===== config.mk =====
export PLATFORM = sky130hd
export DESIGN_NAME = crwl_lock
export DESIGN_NICKNAME = d
export VERILOG_FILES = /design/src/crwl_pkg.sv /design/src/crwl_lock.sv
export SDC_FILE = /design/constraint.sdc
export NUM_CORES = 1
export LEC_CHECK = 0
export BUFFER_PORTS_ARGS = -buffer_cell sky130_fd_sc_hd__buf_2
export CELL_PAD_IN_SITES_DETAIL_PLACEMENT = 0
export CELL_PAD_IN_SITES_GLOBAL_PLACEMENT = 2
export CORE_ASPECT_RATIO = 0.9
export CORE_UTILIZATION = 53
export CTS_CLUSTER_SIZE = 8
export DETAILED_ROUTE_END_ITERATION = 8
export PLACE_DENSITY = 0.9
export SYNTH_ARGS = -nofsm -noshare
export SYNTH_HDL_FRONTEND = slang
export SYNTH_SLANG_ARGS = --single-unit

===== constraint.sdc =====
create_clock -name i_mclk -period 5.56 [get_ports i_mclk]
set_input_delay 0.556 -clock i_mclk [delete_from_list [all_inputs] [get_ports i_mclk]]
set_output_delay 0.556 -clock i_mclk [all_outputs]
set_load 0.005 [all_outputs]

===== src/crwl_pkg.sv =====
`default_nettype none
package crwl_pkg;
  localparam int unsigned NUM_REGIONS = 5;
  localparam int unsigned REGION_W    = 3;
  localparam int unsigned ADDR_W      = 12;
  localparam int unsigned DATA_W      = 32;

  // Lock register offsets, one per region, followed by region windows
  localparam logic [ADDR_W-1:0] LOCK_BASE   = 12'h0_000;
  localparam logic [ADDR_W-1:0] LOCK_STRIDE = 12'h0_004;
  // Each region spans 256 bytes; region n sits at REGION_BASE + (n << REGION_SHIFT)
  localparam logic [ADDR_W-1:0] REGION_BASE = 12'h0_100;
  localparam int unsigned       REGION_SHIFT = 8;
  localparam logic [REGION_W-1:0] FIFTH_IDX  = 3'h4;
  localparam int unsigned       WORDS_PER_REGION = 4;

  typedef logic [DATA_W-1:0] crwl_key_t;
  typedef crwl_key_t [NUM_REGIONS-1:0] crwl_keys_t;

  // Lock and unlock keys; regions 0..3 use arbitrary distinct values
  localparam crwl_keys_t LOCK_KEYS = '{32'h143F_832C, 32'h1111_0004, 32'h1111_0003,
                                       32'h1111_0002, 32'h1111_0001};
  localparam crwl_keys_t UNLOCK_KEYS = '{32'h6F36_1E05, 32'h2222_0004, 32'h2222_0003,
                                         32'h2222_0002, 32'h2222_0001};
  localparam crwl_key_t UNLOCKED_READ = 32'h0000_0000;
  localparam logic      LOCK_RESET   = 1'b0;

  typedef struct packed {
    logic              valid;
    logic              write;
    logic [ADDR_W-1:0] addr;
    logic [DATA_W-1:0] wdata;
  } crwl_req_t;

  typedef struct packed {
    logic              valid;
    logic              error;
    logic [DATA_W-1:0] rdata;
  } crwl_rsp_t;
endpackage
`default_nettype wire


===== src/crwl_lock.sv =====
// How it works
// - Five lock registers each protect their own region of the configuration space.
// - A write into a locked region is dropped and the region's contents stay unchanged.
// - A lock register locks only on its lock key and unlocks only on its distinct unlock key.
// - The fifth lock register reads 0x143F832C when locked and 0x6F361E05 unlocks it.
// - Writing 0x143F832C to the fifth lock register locks the fifth region.
// - A write to the locked fifth region returns a bus error instead of being dropped quietly.
// - After that error every later access to any register is blocked until reset.
`timescale 1ns/1ns
`default_nettype none
module crwl_lock (
  input  wire logic               i_mclk,
  input  wire logic               i_reset,
  input  wire crwl_pkg::crwl_req_t i_req,
  output var  crwl_pkg::crwl_rsp_t o_rsp,
  output logic [crwl_pkg::NUM_REGIONS-1:0] o_locked,
  output logic                    o_blocked
);
  localparam int unsigned NR = crwl_pkg::NUM_REGIONS;
  localparam int unsigned NW = crwl_pkg::WORDS_PER_REGION;

  logic [NR-1:0]                  locked;
  logic                           blocked;
  logic [crwl_pkg::DATA_W-1:0]    cfg [NR*NW];
  logic [NR-1:0]                  lock_hit;
  logic                           in_region;
  logic [crwl_pkg::REGION_W-1:0]  ridx;
  logic [1:0]                     widx;
  logic                           wr_lock;
  logic                           err_write;
  logic [crwl_pkg::ADDR_W-1:0]    roff;

  always_comb begin
    roff      = i_req.addr - crwl_pkg::REGION_BASE;
    in_region = (i_req.addr >= crwl_pkg::REGION_BASE) &&
                (roff[crwl_pkg::ADDR_W-1:crwl_pkg::REGION_SHIFT] < crwl_pkg::ADDR_W'(NR));
    ridx      = roff[crwl_pkg::REGION_SHIFT+:crwl_pkg::REGION_W];
    widx      = roff[3:2];
  end

  genvar g;
  generate
    for (g = 0; g < NR; g++) begin : g_lock
      assign lock_hit[g] = (i_req.addr == crwl_pkg::LOCK_BASE +
                            crwl_pkg::ADDR_W'(g) * crwl_pkg::LOCK_STRIDE);
      // Accesses are refused once blocked, so keys have no effect then
      always_ff @(posedge i_mclk or posedge i_reset) begin
        if (i_reset) begin
          locked[g] <= crwl_pkg::LOCK_RESET;
        end else if (i_req.valid && i_req.write && !blocked && lock_hit[g]) begin
          if (i_req.wdata == crwl_pkg::LOCK_KEYS[g]) begin
            locked[g] <= 1'b1;
          end else if (i_req.wdata == crwl_pkg::UNLOCK_KEYS[g]) begin
            locked[g] <= 1'b0;
          end
          // Any other value keeps the state
        end
      end
    end
  endgenerate

  assign wr_lock   = i_req.valid && i_req.write && in_region && !blocked;
  assign err_write = wr_lock && locked[ridx] && (ridx == crwl_pkg::FIFTH_IDX);

  // Region storage has no reset; contents are software-owned configuration
  always_ff @(posedge i_mclk) begin
    if (wr_lock && !locked[ridx]) begin
      cfg[ridx*NW + widx] <= i_req.wdata;
    end
  end

  // The faulty silicon wedges the whole module; kept so software sees the same hang
  always_ff @(posedge i_mclk or posedge i_reset) begin
    if (i_reset) begin
      blocked <= 1'b0;
    end else if (err_write) begin
      blocked <= 1'b1;
    end
  end

  always_ff @(posedge i_mclk or posedge i_reset) begin
    if (i_reset) begin
      o_rsp <= '0;
    end else begin
      o_rsp.valid <= i_req.valid && !blocked;
      o_rsp.error <= err_write;
      o_rsp.rdata <= crwl_pkg::UNLOCKED_READ;
      if (i_req.valid && !i_req.write && !blocked) begin
        for (int i = 0; i < NR; i++) begin
          if (lock_hit[i] && locked[i]) begin
            o_rsp.rdata <= crwl_pkg::LOCK_KEYS[i];
          end
        end
        if (in_region) begin
          o_rsp.rdata <= cfg[ridx*NW + widx];
        end
      end
    end
  end

  always_ff @(posedge i_mclk or posedge i_reset) begin
    if (i_reset) begin
      o_locked  <= '0;
      o_blocked <= 1'b0;
    end else begin
      o_locked  <= locked;
      o_blocked <= blocked;
    end
  end

  a_lock_key_sets: assert property (@(posedge i_mclk) disable iff (i_reset)
    (i_req.valid && i_req.write && !blocked && lock_hit[4] &&
     i_req.wdata == crwl_pkg::LOCK_KEYS[4]) |=> locked[4])
    else $error("lock key did not lock");
  a_unlock_key_clears: assert property (@(posedge i_mclk) disable iff (i_reset)
    (i_req.valid && i_req.write && !blocked && lock_hit[4] &&
     i_req.wdata == crwl_pkg::UNLOCK_KEYS[4]) |=> !locked[4])
    else $error("unlock key did not unlock");
  a_other_value_holds: assert property (@(posedge i_mclk) disable iff (i_reset)
    (i_req.valid && i_req.write && lock_hit[0] &&
     i_req.wdata != crwl_pkg::LOCK_KEYS[0] && i_req.wdata != crwl_pkg::UNLOCK_KEYS[0])
    |=> $stable(locked[0]))
    else $error("lock state changed on a non-key write");
  a_locked_read_key: assert property (@(posedge i_mclk) disable iff (i_reset)
    (i_req.valid && !i_req.write && !blocked && lock_hit[4] && locked[4])
    |=> o_rsp.valid && o_rsp.rdata == 32'h143F_832C)
    else $error("locked fifth register read wrong value");
  a_locked_write_err: assert property (@(posedge i_mclk) disable iff (i_reset)
    (wr_lock && ridx == crwl_pkg::FIFTH_IDX && locked[4]) |=> o_rsp.error && o_rsp.valid)
    else $error("no error on locked fifth region write");
  // A request taken in the same cycle as the error already gets no answer; the valid check only starts two cycles later
  a_block_sticks: assert property (@(posedge i_mclk) disable iff (i_reset)
    o_rsp.error |-> blocked ##1 blocked ##1 (blocked && !o_rsp.valid)[*3])
    else $error("access not blocked after error");
  a_blocked_stays: assert property (@(posedge i_mclk) disable iff (i_reset)
    blocked |=> blocked && o_blocked)
    else $error("blocked state released without reset");
  a_answer_follows: assert property (@(posedge i_mclk) disable iff (i_reset)
    (i_req.valid && !blocked) |=> o_rsp.valid)
    else $error("accepted request got no answer");
  a_error_fifth_only: assert property (@(posedge i_mclk) disable iff (i_reset)
    o_rsp.error |-> o_rsp.valid && blocked)
    else $error("error answer without fifth region fault");
  a_locked_write_drop: assert property (@(posedge i_mclk) disable iff (i_reset)
    (wr_lock && locked[ridx] && ridx != crwl_pkg::FIFTH_IDX) |=> !o_rsp.error && !blocked)
    else $error("locked write to other region misbehaved");
  a_outputs_follow: assert property (@(posedge i_mclk) disable iff (i_reset)
    ##1 o_locked == $past(locked))
    else $error("lock outputs lag wrongly");
endmodule
`default_nettype wire


Yosys cells after proc, flatten, opt, wreduce, memory -nomap -nowiden

Memory sizes are Yosys's and may differ from the RTL's.
Cells that the tools add are included.

Input port bits: 48
Flip-flop bits (word level): 46
Output and inout bits: 40
Logic and storage cells: 88
Memories kept: 1
RAM bits: 640

$lt $le $gt $ge: 3
Eq/ne operators: 15
Add/subtract/negate cells: 2
Reduce and logical (&&, ||, !) cells: 35
Multiplexer cells: 21

Memory list:

| name | words | bits a word | rd ports | clocked after Yosys merged registers in | wr ports | RTL line        | RTL |
|---|---|---|---|---|---|---|---|
| cfg  | 20    | 32          | 1        | 0                                       | 1        | crwl_lock.sv:24 | `logic [crwl_pkg::DATA_W-1:0] cfg [NR*NW];` |

Operators by type and width:

| operator                                                                              | count |
|---|---|
| 32-bit two-way mux                                                                    | 6 |
| 32-bit by 29-bit == test with 1-bit output (second input constant)                    | 5 |
| 32-bit by 30-bit == test with 1-bit output (second input constant)                    | 4 |
| 32-bit by 31-bit == test with 1-bit output (second input constant)                    | 1 |
| 29-bit two-way mux                                                                    | 1 |
| 12-bit by 4-bit == test with 1-bit output (second input constant)                     | 2 |
| 1-bit logical AND                                                                     | 21 |
| 1-bit two-way mux                                                                     | 13 |
| 12-bit by 3-bit == test with 1-bit output (second input constant)                     | 1 |
| 12-bit by 5-bit == test with 1-bit output (second input constant)                     | 1 |
| 12-bit by 9-bit greater-or-equal comparator with 1-bit output (second input constant) | 1 |
| 12-bit zero test                                                                      | 1 |
| 12-bit by 9-bit subtractor with 12-bit output (second input constant)                 | 1 |
| 2-bit AND reduction                                                                   | 5 |
| 2-bit nonzero test                                                                    | 5 |
| 5-bit by 2-bit adder with 5-bit output                                                | 1 |
| 3-bit by 4-bit less-than comparator with 1-bit output (second input constant)         | 1 |
| 4-bit by 3-bit less-than comparator with 1-bit output (second input constant)         | 1 |
| 1-bit binary-select mux with 3-bit select                                             | 1 |
| 3-bit == test (second input constant)                                                 | 1 |
| 1-bit zero test                                                                       | 3 |

Logic depth before layout (Yosys ltp)

Gate-level depths: netlist (run 1).

Depth after elaboration: 9
Depth in mapped cells: 11
Depth with buffers taken out: 7

Least setup slack after synthesis (run 1)

Ideal clock, no wire load.

Path type: input to register
Start point: in i_req[40] (netlist bit)
End point: mem cfg[4][0] (netlist bit) (enable)
Setup slack: 0.884 ns
Required time: 5.135 ns
Stages: 9
Arrival time: 4.252 ns
Library setup time: 0.425 ns
Buffers on the path: 2
Cell sequence: buf_6 -> inv_1 -> buf_1 -> ha_1 -> xnor2_2 -> mux2i_1 -> o22ai_4 -> a2111oi_4 -> nor2b_1

Word-level cells in the longest chain between the ends: 8
Elaborated cells on any way between the ends: 13
Classes of those cells: add/sub (2); order compare (2); mux (4); reduce/logical (5)

RTL lines:

| item                                                  | RTL line        | RTL |
|---|---|---|
| start, declared                                       | crwl_lock.sv:14 | `input wire crwl_pkg::crwl_req_t i_req,` |
| 12-bit by 9-bit subtractor with 12-bit output         | crwl_lock.sv:34 | `roff = i_req.addr - crwl_pkg::REGION_BASE;` |
| 4-bit by 3-bit less-than comparator with 1-bit output | crwl_lock.sv:36 | `(roff[crwl_pkg::ADDR_W-1:crwl_pkg::REGION_SHIFT] < crwl_pkg::ADDR_W'(NR));` |
| 1-bit logical AND                                     | crwl_lock.sv:35 | `in_region = (i_req.addr >= crwl_pkg::REGION_BASE) &&` |
| 1-bit logical AND (2 in series)                       | crwl_lock.sv:62 | `assign wr_lock = i_req.valid && i_req.write && in_region && !blocked;` |
| 1-bit logical AND                                     | crwl_lock.sv:67 | `if (wr_lock && !locked[ridx]) begin` |
| 1-bit two-way mux                                     | crwl_lock.sv:67 |  |
| 1-bit two-way mux (implied by the code)               | crwl_lock.sv:68 | `cfg[ridx*NW + widx] <= i_req.wdata;` |
| end, declared                                         | crwl_lock.sv:24 |  |

Parallel ways exist; a longest one is shown, timed or not. The select of a mux whose other input is x is not followed.

Worst setup path after layout (run 1)

Start point: in i_req[40] (netlist bit)
End point: mem cfg[7][4] (netlist bit) (enable)

Same word-level chain as after synthesis.

==> results of run 1 <==
-- routing by layer --
layer	GRT usage	vias to the layer above	wire length (µm)	share of wire
met1	0.390	6931	25900	0.41
li1	-	5415	-	-
met5	0	-	20	0.00031
met2	0.369	829	28900	0.45
met4	0.0566	2	911	0.014
met3	0.0821	81	8000	0.13
-- where the power goes --
group	leakage [µW]	internal (µW)	switching, µW	total (µW)
registers	0.00637	5670	6.32	5680
clock network	0.00132	3280	2050	5330
logic	0.00227	203	389	591
-- sequential cells by signal, summed over array words and instances, names as in the netlist --
register and cells:
o_rsp 34, cfg 640, locked 5, blocked 1, o_locked 5, o_blocked 1
-- cells in the mapped netlist (10+ instances only) --
master	instances	area [µm²]
edfxtp_1	640	19200
clkbuf_1	13	48.8
buf_2	20	100
nor2_1	17	63.8
o22ai_1	30	188
buf_4	10	75.1
mux2i_1	27	270
a21oi_1	24	120
nand2_1	30	113
nor3_1	18	90.1
dfrtp_1	46	1150
and2_1	10	62.6
mux4_2	164	3690
-- worst reg2reg max path, cell delays in order, from the launching register on --
cell and delay, ns:
dfrtp_1 0.39, nor2b_1 0.18, nand2_1 0.29, a2111oi_4 0.58
nor2b_4 1.00
-- cell type report --
| cell class | count | area [µm²] | area share |
|---|---|---|---|
| clock inverters | 3 | 33.8 | 0.00111 |
| inverters | 6 | 22.5 | 0.000740 |
| repair buffers | 104 | 579 | 0.0190 |
| well taps | 671 | 840 | 0.0276 |
| flip-flops and latches | 686 | 20400 | 0.670 |
| multi-input cells | 453 | 5830 | 0.192 |
| clock buffers | 172 | 2740 | 0.0901 |
-- metrics by stage --
stage / util / worst slack, ns / hold slack [ns] / power, µW / std cells
CTS: 0.618 / 2.01 / 0.187 / 11700 / 2095
finish: 0.618 / 1.98 / 0.174 / 11600 / 2095
global route: 0.618 / 1.80 / 0.214 / 11900 / 2095
detailed placement: 0.562 / 1.42 / 0.399 / 6360 / 1920
floorplan: - / 0.884 / 0.373 / 6110 / 1207
global placement: 0.562 / 1.45 / 0.405 / 6350 / 1920
-- worst min-delay path by stage --
| stage | startpoint | endpoint | slack (ns) | cells past startpoint |
|---|---|---|---|---|
| floorplan | locked[4] | o_locked[4] | 0.37 | 0 |
| global placement | blocked | o_blocked | 0.40 | 0 |
| detailed placement | blocked | o_blocked | 0.40 | 0 |
| CTS | i_reset | o_rsp[20] | 0.19 | 3 |
| global route | i_reset | o_rsp[20] | 0.21 | 3 |
| finish | i_reset | o_rsp[20] | 0.17 | 3 |
-- cells by family after synthesis --
| family | after synthesis |
|---|---|
| compound gates | 109 |
| flops | 686 |
| simple gates | 142 |
| xor+xnor | 2 |
| fa+ha+maj | 4 |
| buf+inv | 68 |
| mux | 196 |
-- layout by cell type, fill, tap and decap left out, types with 3 or more instances in the layout --
cell type  Yosys  routed
a21oi_1       24      24
mux4_2       164     164
inv_1          5       4
a31oi_1        7       7
nand4b_1       6       6
nor2_1        17      17
nand4_1        5       5
nand3_1        6       6
and3_2         0       8
nor2b_1        8       4
and2_2         0       8
buf_2         20      85
nor4_1         9       9
a211o_1        6       6
o21ai_0        6       6
ha_1           4       3
or4_1          4       4
nor3_1        18      18
a2111oi_4      4       4
mux2i_1       27      27
a22oi_1        4       4
a211oi_1       9       9
o31ai_1        5       5
mux2_2         5       5
edfxtp_1     640     640
dfrtp_1       46      46
o22ai_1       30      30
nor2b_4        0       4
or3_1          4       4
clkbuf_1      13      73
nand2_1       30      30
clkbuf_16      0      98
buf_4         10      17
==> summary.md, run 1 <==
| Metric | Value |
|---|---|
| Diodes inserted | 0 |
| Resized cells post-CTS | 0 |
| Setup TNS | 0 ns |
| Mux share of post-synthesis cell area | 0.151 |
| Iter 0 DRT Violations | 1822 |
| Hold Buf Count CTS | 0 |
| Total wire length | 63700 µm |
| Adder-Cell Fraction of Synth Area | 0.00189 |
| Worst Setup End Kind | register |
| Initial Util | 0.539 |
| Total grt overflow | 0 |
| Flop and latch count out of synthesis | 686 |
| Worst path cell trace | buf_2 > inv_1 > ha_1 > xnor2_4 > mux2i_1 > o22ai_4 > a2111oi_4 > nor2b_4 |
| Die Y | 214 µm |
| Crit path launch type | primary input |
| Crit path buffers/inverters | 2 |
| Combinational family with the most area after synthesis | multiplexers |
| Setup skew after layout | 0.0225 ns |
| Sequential-to-total area share from yosys stat | 0.768 |
| Vias in the first global route | 13.4k |
| Leak Pwr | 0.00996 µW |
| Routed wire per std cell | 30.4 µm |
| Hold crit path type | primary input to async pin |
| Max IR drop VDD | 245 µV |
| CP top delay family | simple AND/OR/NAND/NOR gates |
| Cells after Synth | 1207 |
| Die area | 0.0510 mm² |
| Nets | 1398 |
| Avg Cell Area, Syn | 22.0 µm² |
| Post-synthesis simple-gate area fraction | 0.0299 |
| Number of flops mapped to enable cells by yosys | 640 |
| Post-synth net total | 1259 |
| Top_reg_cell synth | edfxtp_1 |
| CTS Buf Count | 95 |
| Slew Limit Headroom | 0.247 |
| DRC | 0 |
| Clk sink count | 686 |
| Synthesized cell area | 0.0265 mm² |
| Synth warn | 0 |
| Final ANT Viol Nets | 0 |
| Critical path endpoint | cfg[7][4] |
| Max-cap check violation count | 0 |
| Crit Reg-Reg Endpoint | cfg[7][4] |
| Tmin final | 3.58 ns |
| Filler cells | 3273 |
| Global Route Usage Sum | 0.257 |
| PortBufs | 87 |
| Compound-cell area share of the yosys netlist | 0.0321 |
| Initial antenna violation count | 4 |
| R2r setup slk | 2.73 ns |
| H-Tree Depth | 3 |
| CTS clk-pin slew, worst paths | 0.05 ns |
| Reg2reg path depth | 4 |
| Drt pass-1 iters | 5 |
| Vias post-DR | 13.3k |
| WP depth | 8 |
| Clock buffer depth | 3 |
| Final instance area | 0.0304 mm² |
| Via density | 6.33 |
| Worst R2R Start | blocked |
| Final setup vio count | 0 |
| Setup Crit Path Kind | primary input to register |
| Max Transition Viols Final | 0 |
| Area Growth Syn to Fin | 14.6% |
| Root buffer selected by CTS | clkbuf_16 |
| Netlist cell types | 65 |
| FMAX | 279 MHz |
| Setup crit start | i_req[40] |
| Rows | 77 |
| Run status | finished, final reports clean |
| Largest net degree at the start of global routing | 80 |
| HPWL after DPL | 36800 µm |
| Critical Path Fanout Max | 32 |
| Async set-or-reset flop fraction in the synthesized netlist | 0.0671 |
| First-pass GRT wire length | 92700 µm |
| Layout cell share with drive strength beyond 1 | 0.293 |
| Postcts setup bufs | 0 |
| Slowest CP cell | nor2b_4 |
| RSZ-0062 raised after global routing | false |
| Pwr/cell area | 381 mW/mm² |
| XOR/XNOR Fraction of Synth Area | 0.00123 |
| Core box area | 0.0492 mm² |
| Placed inst area | 0.0276 mm² |
| Period utilization | 0.644 |
| Worst-Margin Slew | 1.13 ns |
| Routability cong. | 0.829 |
| Final Hold Vio Count | 0 |
| Skew-Pair Late Insertion Delay | 0.63 ns |
| Critical Path AT | 3.82 ns |
| CP required | 5.80 ns |
| Max stage delay on crit path | 1.00 ns |
| CTS tree | done |
| Chip width | 238 µm |
| IO Count | 88 |
(Power assumes the default switching activity.)
==> run 2, diff against run 1 <==
--- a/config.mk
+++ b/config.mk
@@ -5,14 +5,15 @@
 export SDC_FILE = /design/constraint.sdc
 export NUM_CORES = 1
 export LEC_CHECK = 0
+export ABC_AREA = 1
 export BUFFER_PORTS_ARGS = -buffer_cell sky130_fd_sc_hd__buf_2
 export CELL_PAD_IN_SITES_DETAIL_PLACEMENT = 0
 export CELL_PAD_IN_SITES_GLOBAL_PLACEMENT = 2
 export CORE_ASPECT_RATIO = 0.9
-export CORE_UTILIZATION = 53
+export CORE_UTILIZATION = 39
 export CTS_CLUSTER_SIZE = 8
 export DETAILED_ROUTE_END_ITERATION = 8
-export PLACE_DENSITY = 0.9
+export PLACE_DENSITY = 0.81
 export SYNTH_ARGS = -nofsm -noshare
 export SYNTH_HDL_FRONTEND = slang
 export SYNTH_SLANG_ARGS = --single-unit
==> constraint.sdc (replaced) <==
create_clock -name i_mclk -period 3.1 [get_ports i_mclk]
set_input_delay 0.31 -clock i_mclk [delete_from_list [all_inputs] [get_ports i_mclk]]
set_output_delay 0.31 -clock i_mclk [all_outputs]
set_load 0.005 [all_outputs]
==> run 2 against run 1 <==
Net effect: utilization is 15 points lower; non-clock buffer count increased by 82; largest power group unchanged; total power grew 79%; synthesized cell count grew 77%; largest cell class unchanged; critical path type is now register to register; combinational power increased by 78%; critical path depth is 2 higher.
==> summary.md, run 2 <==
| Metric | Value |
|---|---|
| Async set-or-reset flop fraction in the synthesized netlist | 0.0671 (unchanged) |
| Routability cong. | 0.868 (+4.8%) |
| CTS tree | done |
| Placed inst area | 0.0290 mm² (+5.0%) |
| Top cell type's share of synthesized area | 0.721 (-0.00282) |
| Setup crit start | blocked |
| Top flop regs | cfg (640), o_rsp (34) |
| First-pass GRT wire length | 112000 µm (+21%) |
| Vias post-DR | 17.0k (+28%) |
| Via density | 5.21 (-18%) |
| Most frequent cell after synthesis | edfxtp_1 |
| Clk sink count | 686 (unchanged) |
| Pwr/cell area | 653 mW/mm² (+71%) |
| Layout cell share with drive strength beyond 1 | 0.136 (-0.157) |
| Drt pass-1 iters | 5 (unchanged) |
| CTS clk-pin slew, worst paths | 0.05 ns (about the same) |
| Setup slack after layout | 0.693 ns (-1.28 ns) |
| Die Y | 250 µm (+17%) |
| Critical path endpoint | cfg[19][11] |
| Root buffer selected by CTS | clkbuf_16 |
| Hold crit path type | primary input to register |
| Combinational Power Share | 0.051 (about the same) |
| Total wire length | 75300 µm (+18%) |
| Die area | 0.0694 mm² (+36%) |
| Chip width | 278 µm (+17%) |
| Commonest cells in the netlist | 640 x edfxtp_1, 512 x nor2_1, 385 x nand2_1 |
| Worst R2R Start | blocked |
| Core box area | 0.0673 mm² (+37%) |
| CTS Buf Count | 95 (unchanged) |
| Total grt overflow | 0 (unchanged) |
| Internal | 16100 µW (+76%) |
| HPWL after DPL | 47100 µm (+28%) |
| Area Growth Syn to Fin | 19.1% |
| Finished Layout Cells | 3267 (+56%) |
| Routed wire per std cell | 23.0 µm (-24%) |
| Max Transition Viols Final | 0 (unchanged) |
| Leak Pwr | 0.0117 µW (+18%) |
| Number of flops mapped to enable cells by yosys | 640 (unchanged) |
| Netlist cell types | 31 (-52%) |
| RSZ-0062 raised after global routing | false |
| Nets | 2381 (+70%) |
| Iter 0 DRT Violations | 1466 (-20%) |
| Rows | 90 (+17%) |
| Vias in the first global route | 17.0k (+27%) |
| DRC | 0 (unchanged) |
| Avg Cell Area, Syn | 12.5 µm² (-43%) |
| CP required | 3.40 ns (-2.40 ns) |
| Clock Power Share | 0.457 (-0.003) |
| P_sw | 4580 µW (+88%) |
| Setup skew after layout | 0.0147 ns (-0.00783 ns) |
| Crit Reg-Reg Endpoint | cfg[19][11] |
| FMAX | 415 MHz |
| Synthesized cell area | 0.0266 mm² (+0.39%) |
| Critical Path AT | 2.71 ns (-1.11 ns) |
| DP Worst Slack | 0.267 ns (-1.15 ns) |
| Final instance area | 0.0317 mm² (+4.3%) |
| Flop pwr share | 0.492 (+0.003) |
| Run status | finished, final reports clean |
| Slew Limit Headroom | 0.555 (+0.308) |
| Tmin final | 2.41 ns |
| Final cell utilization of the core | 0.471 (-0.147) |
| Top_reg_cell synth | edfxtp_1 |
| Sw Share | 0.221 (+0.0106) |
| Max IR drop VDD | 664 µV (+170%) |
| Top cells by area, synth | edfxtp_1 72%, nor2_1 7.2%, nand2_1 5.4%, dfrtp_1 4.3%, o22ai_1 3.4% |
| Global Route Usage Sum | 0.220 (-0.0374) |
| Flop and latch count out of synthesis | 686 (unchanged) |
| Worst Setup End Kind | register |
| Final Hold Vio Count | 0 (unchanged) |
| Sequential-to-total area share from yosys stat | 0.765 (-0.00299) |
| H-Tree Depth | 3 (unchanged) |
| Reg2reg path depth | 10 (+6) |
| Largest Register | cfg |
| Max FFs per register | 640 (unchanged) |
| Synth warn | 0 (unchanged) |
| Setup TNS | 0 ns (unchanged) |
| Post-synth net total | 2187 (+74%) |
| Crit path launch type | register |
| Initial Util | 0.396 (-0.143) |
| Largest net degree at the start of global routing | 60 (-25%) |
| Diodes inserted | 0 (unchanged) |
| Period utilization | 0.777 |
| Critical Path Fanout Max | 14 (-56%) |
| Filler cells | 5963 (+82%) |
| Max-cap check violation count | 0 (unchanged) |
| Worst-Margin Slew | 0.666 ns (-0.461 ns) |
| Inst Count DP | 3104 (+62%) |
| Setup Crit Path Kind | register to register |
| Cells after Synth | 2135 (+77%) |
| Final ANT Viol Nets | 0 (unchanged) |
| PortBufs | 87 (unchanged) |
| R2r setup slk | 0.69 ns (-2.04 ns) |
| Most frequent cells in the layout | 640 x edfxtp_1, 488 x nor2_1, 385 x nand2_1, 144 x o22ai_1, 96 x inv_1 |
| Skew-Pair Late Insertion Delay | 0.63 ns (about the same) |
| IO Count | 88 (unchanged) |
| Resized cells post-CTS | 0 (unchanged) |
| Commonest non-fill, non-tap cell in the layout | edfxtp_1 |
| Final setup vio count | 0 (unchanged) |
| Area leader, netlist | edfxtp_1 |
| Initial antenna violation count | 2 (-2) |
| Clock buffer depth | 3 (unchanged) |
==> run 2: stage by stage <==
stage               power [µW]  hold slack, ns
finish                   20700          0.0816
detailed placement       11400           0.398
global placement         11400           0.400
floorplan                10900           0.369
global route             21300          0.0581
CTS                      20900          0.0600
==> run 2: power groups by stage <==
stage | Combinational, µW | Sequential [µW] | Clock [µW]
CTS | 1060 | 10200 | 9610
global placement | 1050 | 10400 | 0
detailed placement | 1060 | 10400 | 0
finish | 1050 | 10200 | 9470
floorplan | 499 | 10400 | 0
global route | 1150 | 10200 | 10000
==> run 2: layout make-up <==
class	instances	area [µm²]	share of cell area
Clock buffer	154	2610	0.0822
Clock inverter	7	87.6	0.00276
Inverter	102	383	0.0121
Multi-Input combinational cell	1258	5660	0.178
Sequential cell	686	20400	0.642
Tap cell	874	1090	0.0345
Timing Repair Buffer	186	1530	0.0483
==> run 2: repair_timing <==
action                     4_1_cts  5_1_grt
buffers inserted                 0        0
hold buffers                     2        0
setup endpoints to repair        0        0
hold endpoints to repair        28        0
==> run 2: worst min-delay path by stage <==
stage	startpoint	endpoint	slack, ns	cells past startpoint
global placement	blocked	o_blocked	0.40	0
CTS	i_req[17]	cfg[11][17]	0.06	1
floorplan	blocked	o_blocked	0.37	0
detailed placement	blocked	o_blocked	0.40	0
global route	i_req[17]	cfg[11][17]	0.06	1
finish	i_req[17]	cfg[11][17]	0.08	1
==> run 2: layer usage <==
layer / GRT usage / share of wire / vias up
met4: 0.0530 / 0.020 / 2
met1: 0.298 / 0.44 / 8439
met3: 0.0344 / 0.056 / 115
met5: 0 / 0.00012 / -
met2: 0.370 / 0.49 / 581
li1: - / - / 7880
==> run 2: cell families after synthesis <==
group	count (synthesis)	synth area share
DFF	686	0.765
and+or+nand+nor	1001	0.149
buffers and inverters	191	0.0301
adders and majority gates	4	0.00188
AOI/OAI and AO/OA	253	0.0549
==> run 2: worst max-delay path, cell delays in order, from the launching register on <==
cell     delay, ns
dfrtp_1       0.39
nor2_1        0.18
nand2_1       0.17
inv_1         0.22
nand3_1       0.10
nor2_1        0.13
buf_4         0.15
nand2_1       0.09
buf_4         0.20
nor2_4        0.12
buf_4         0.28
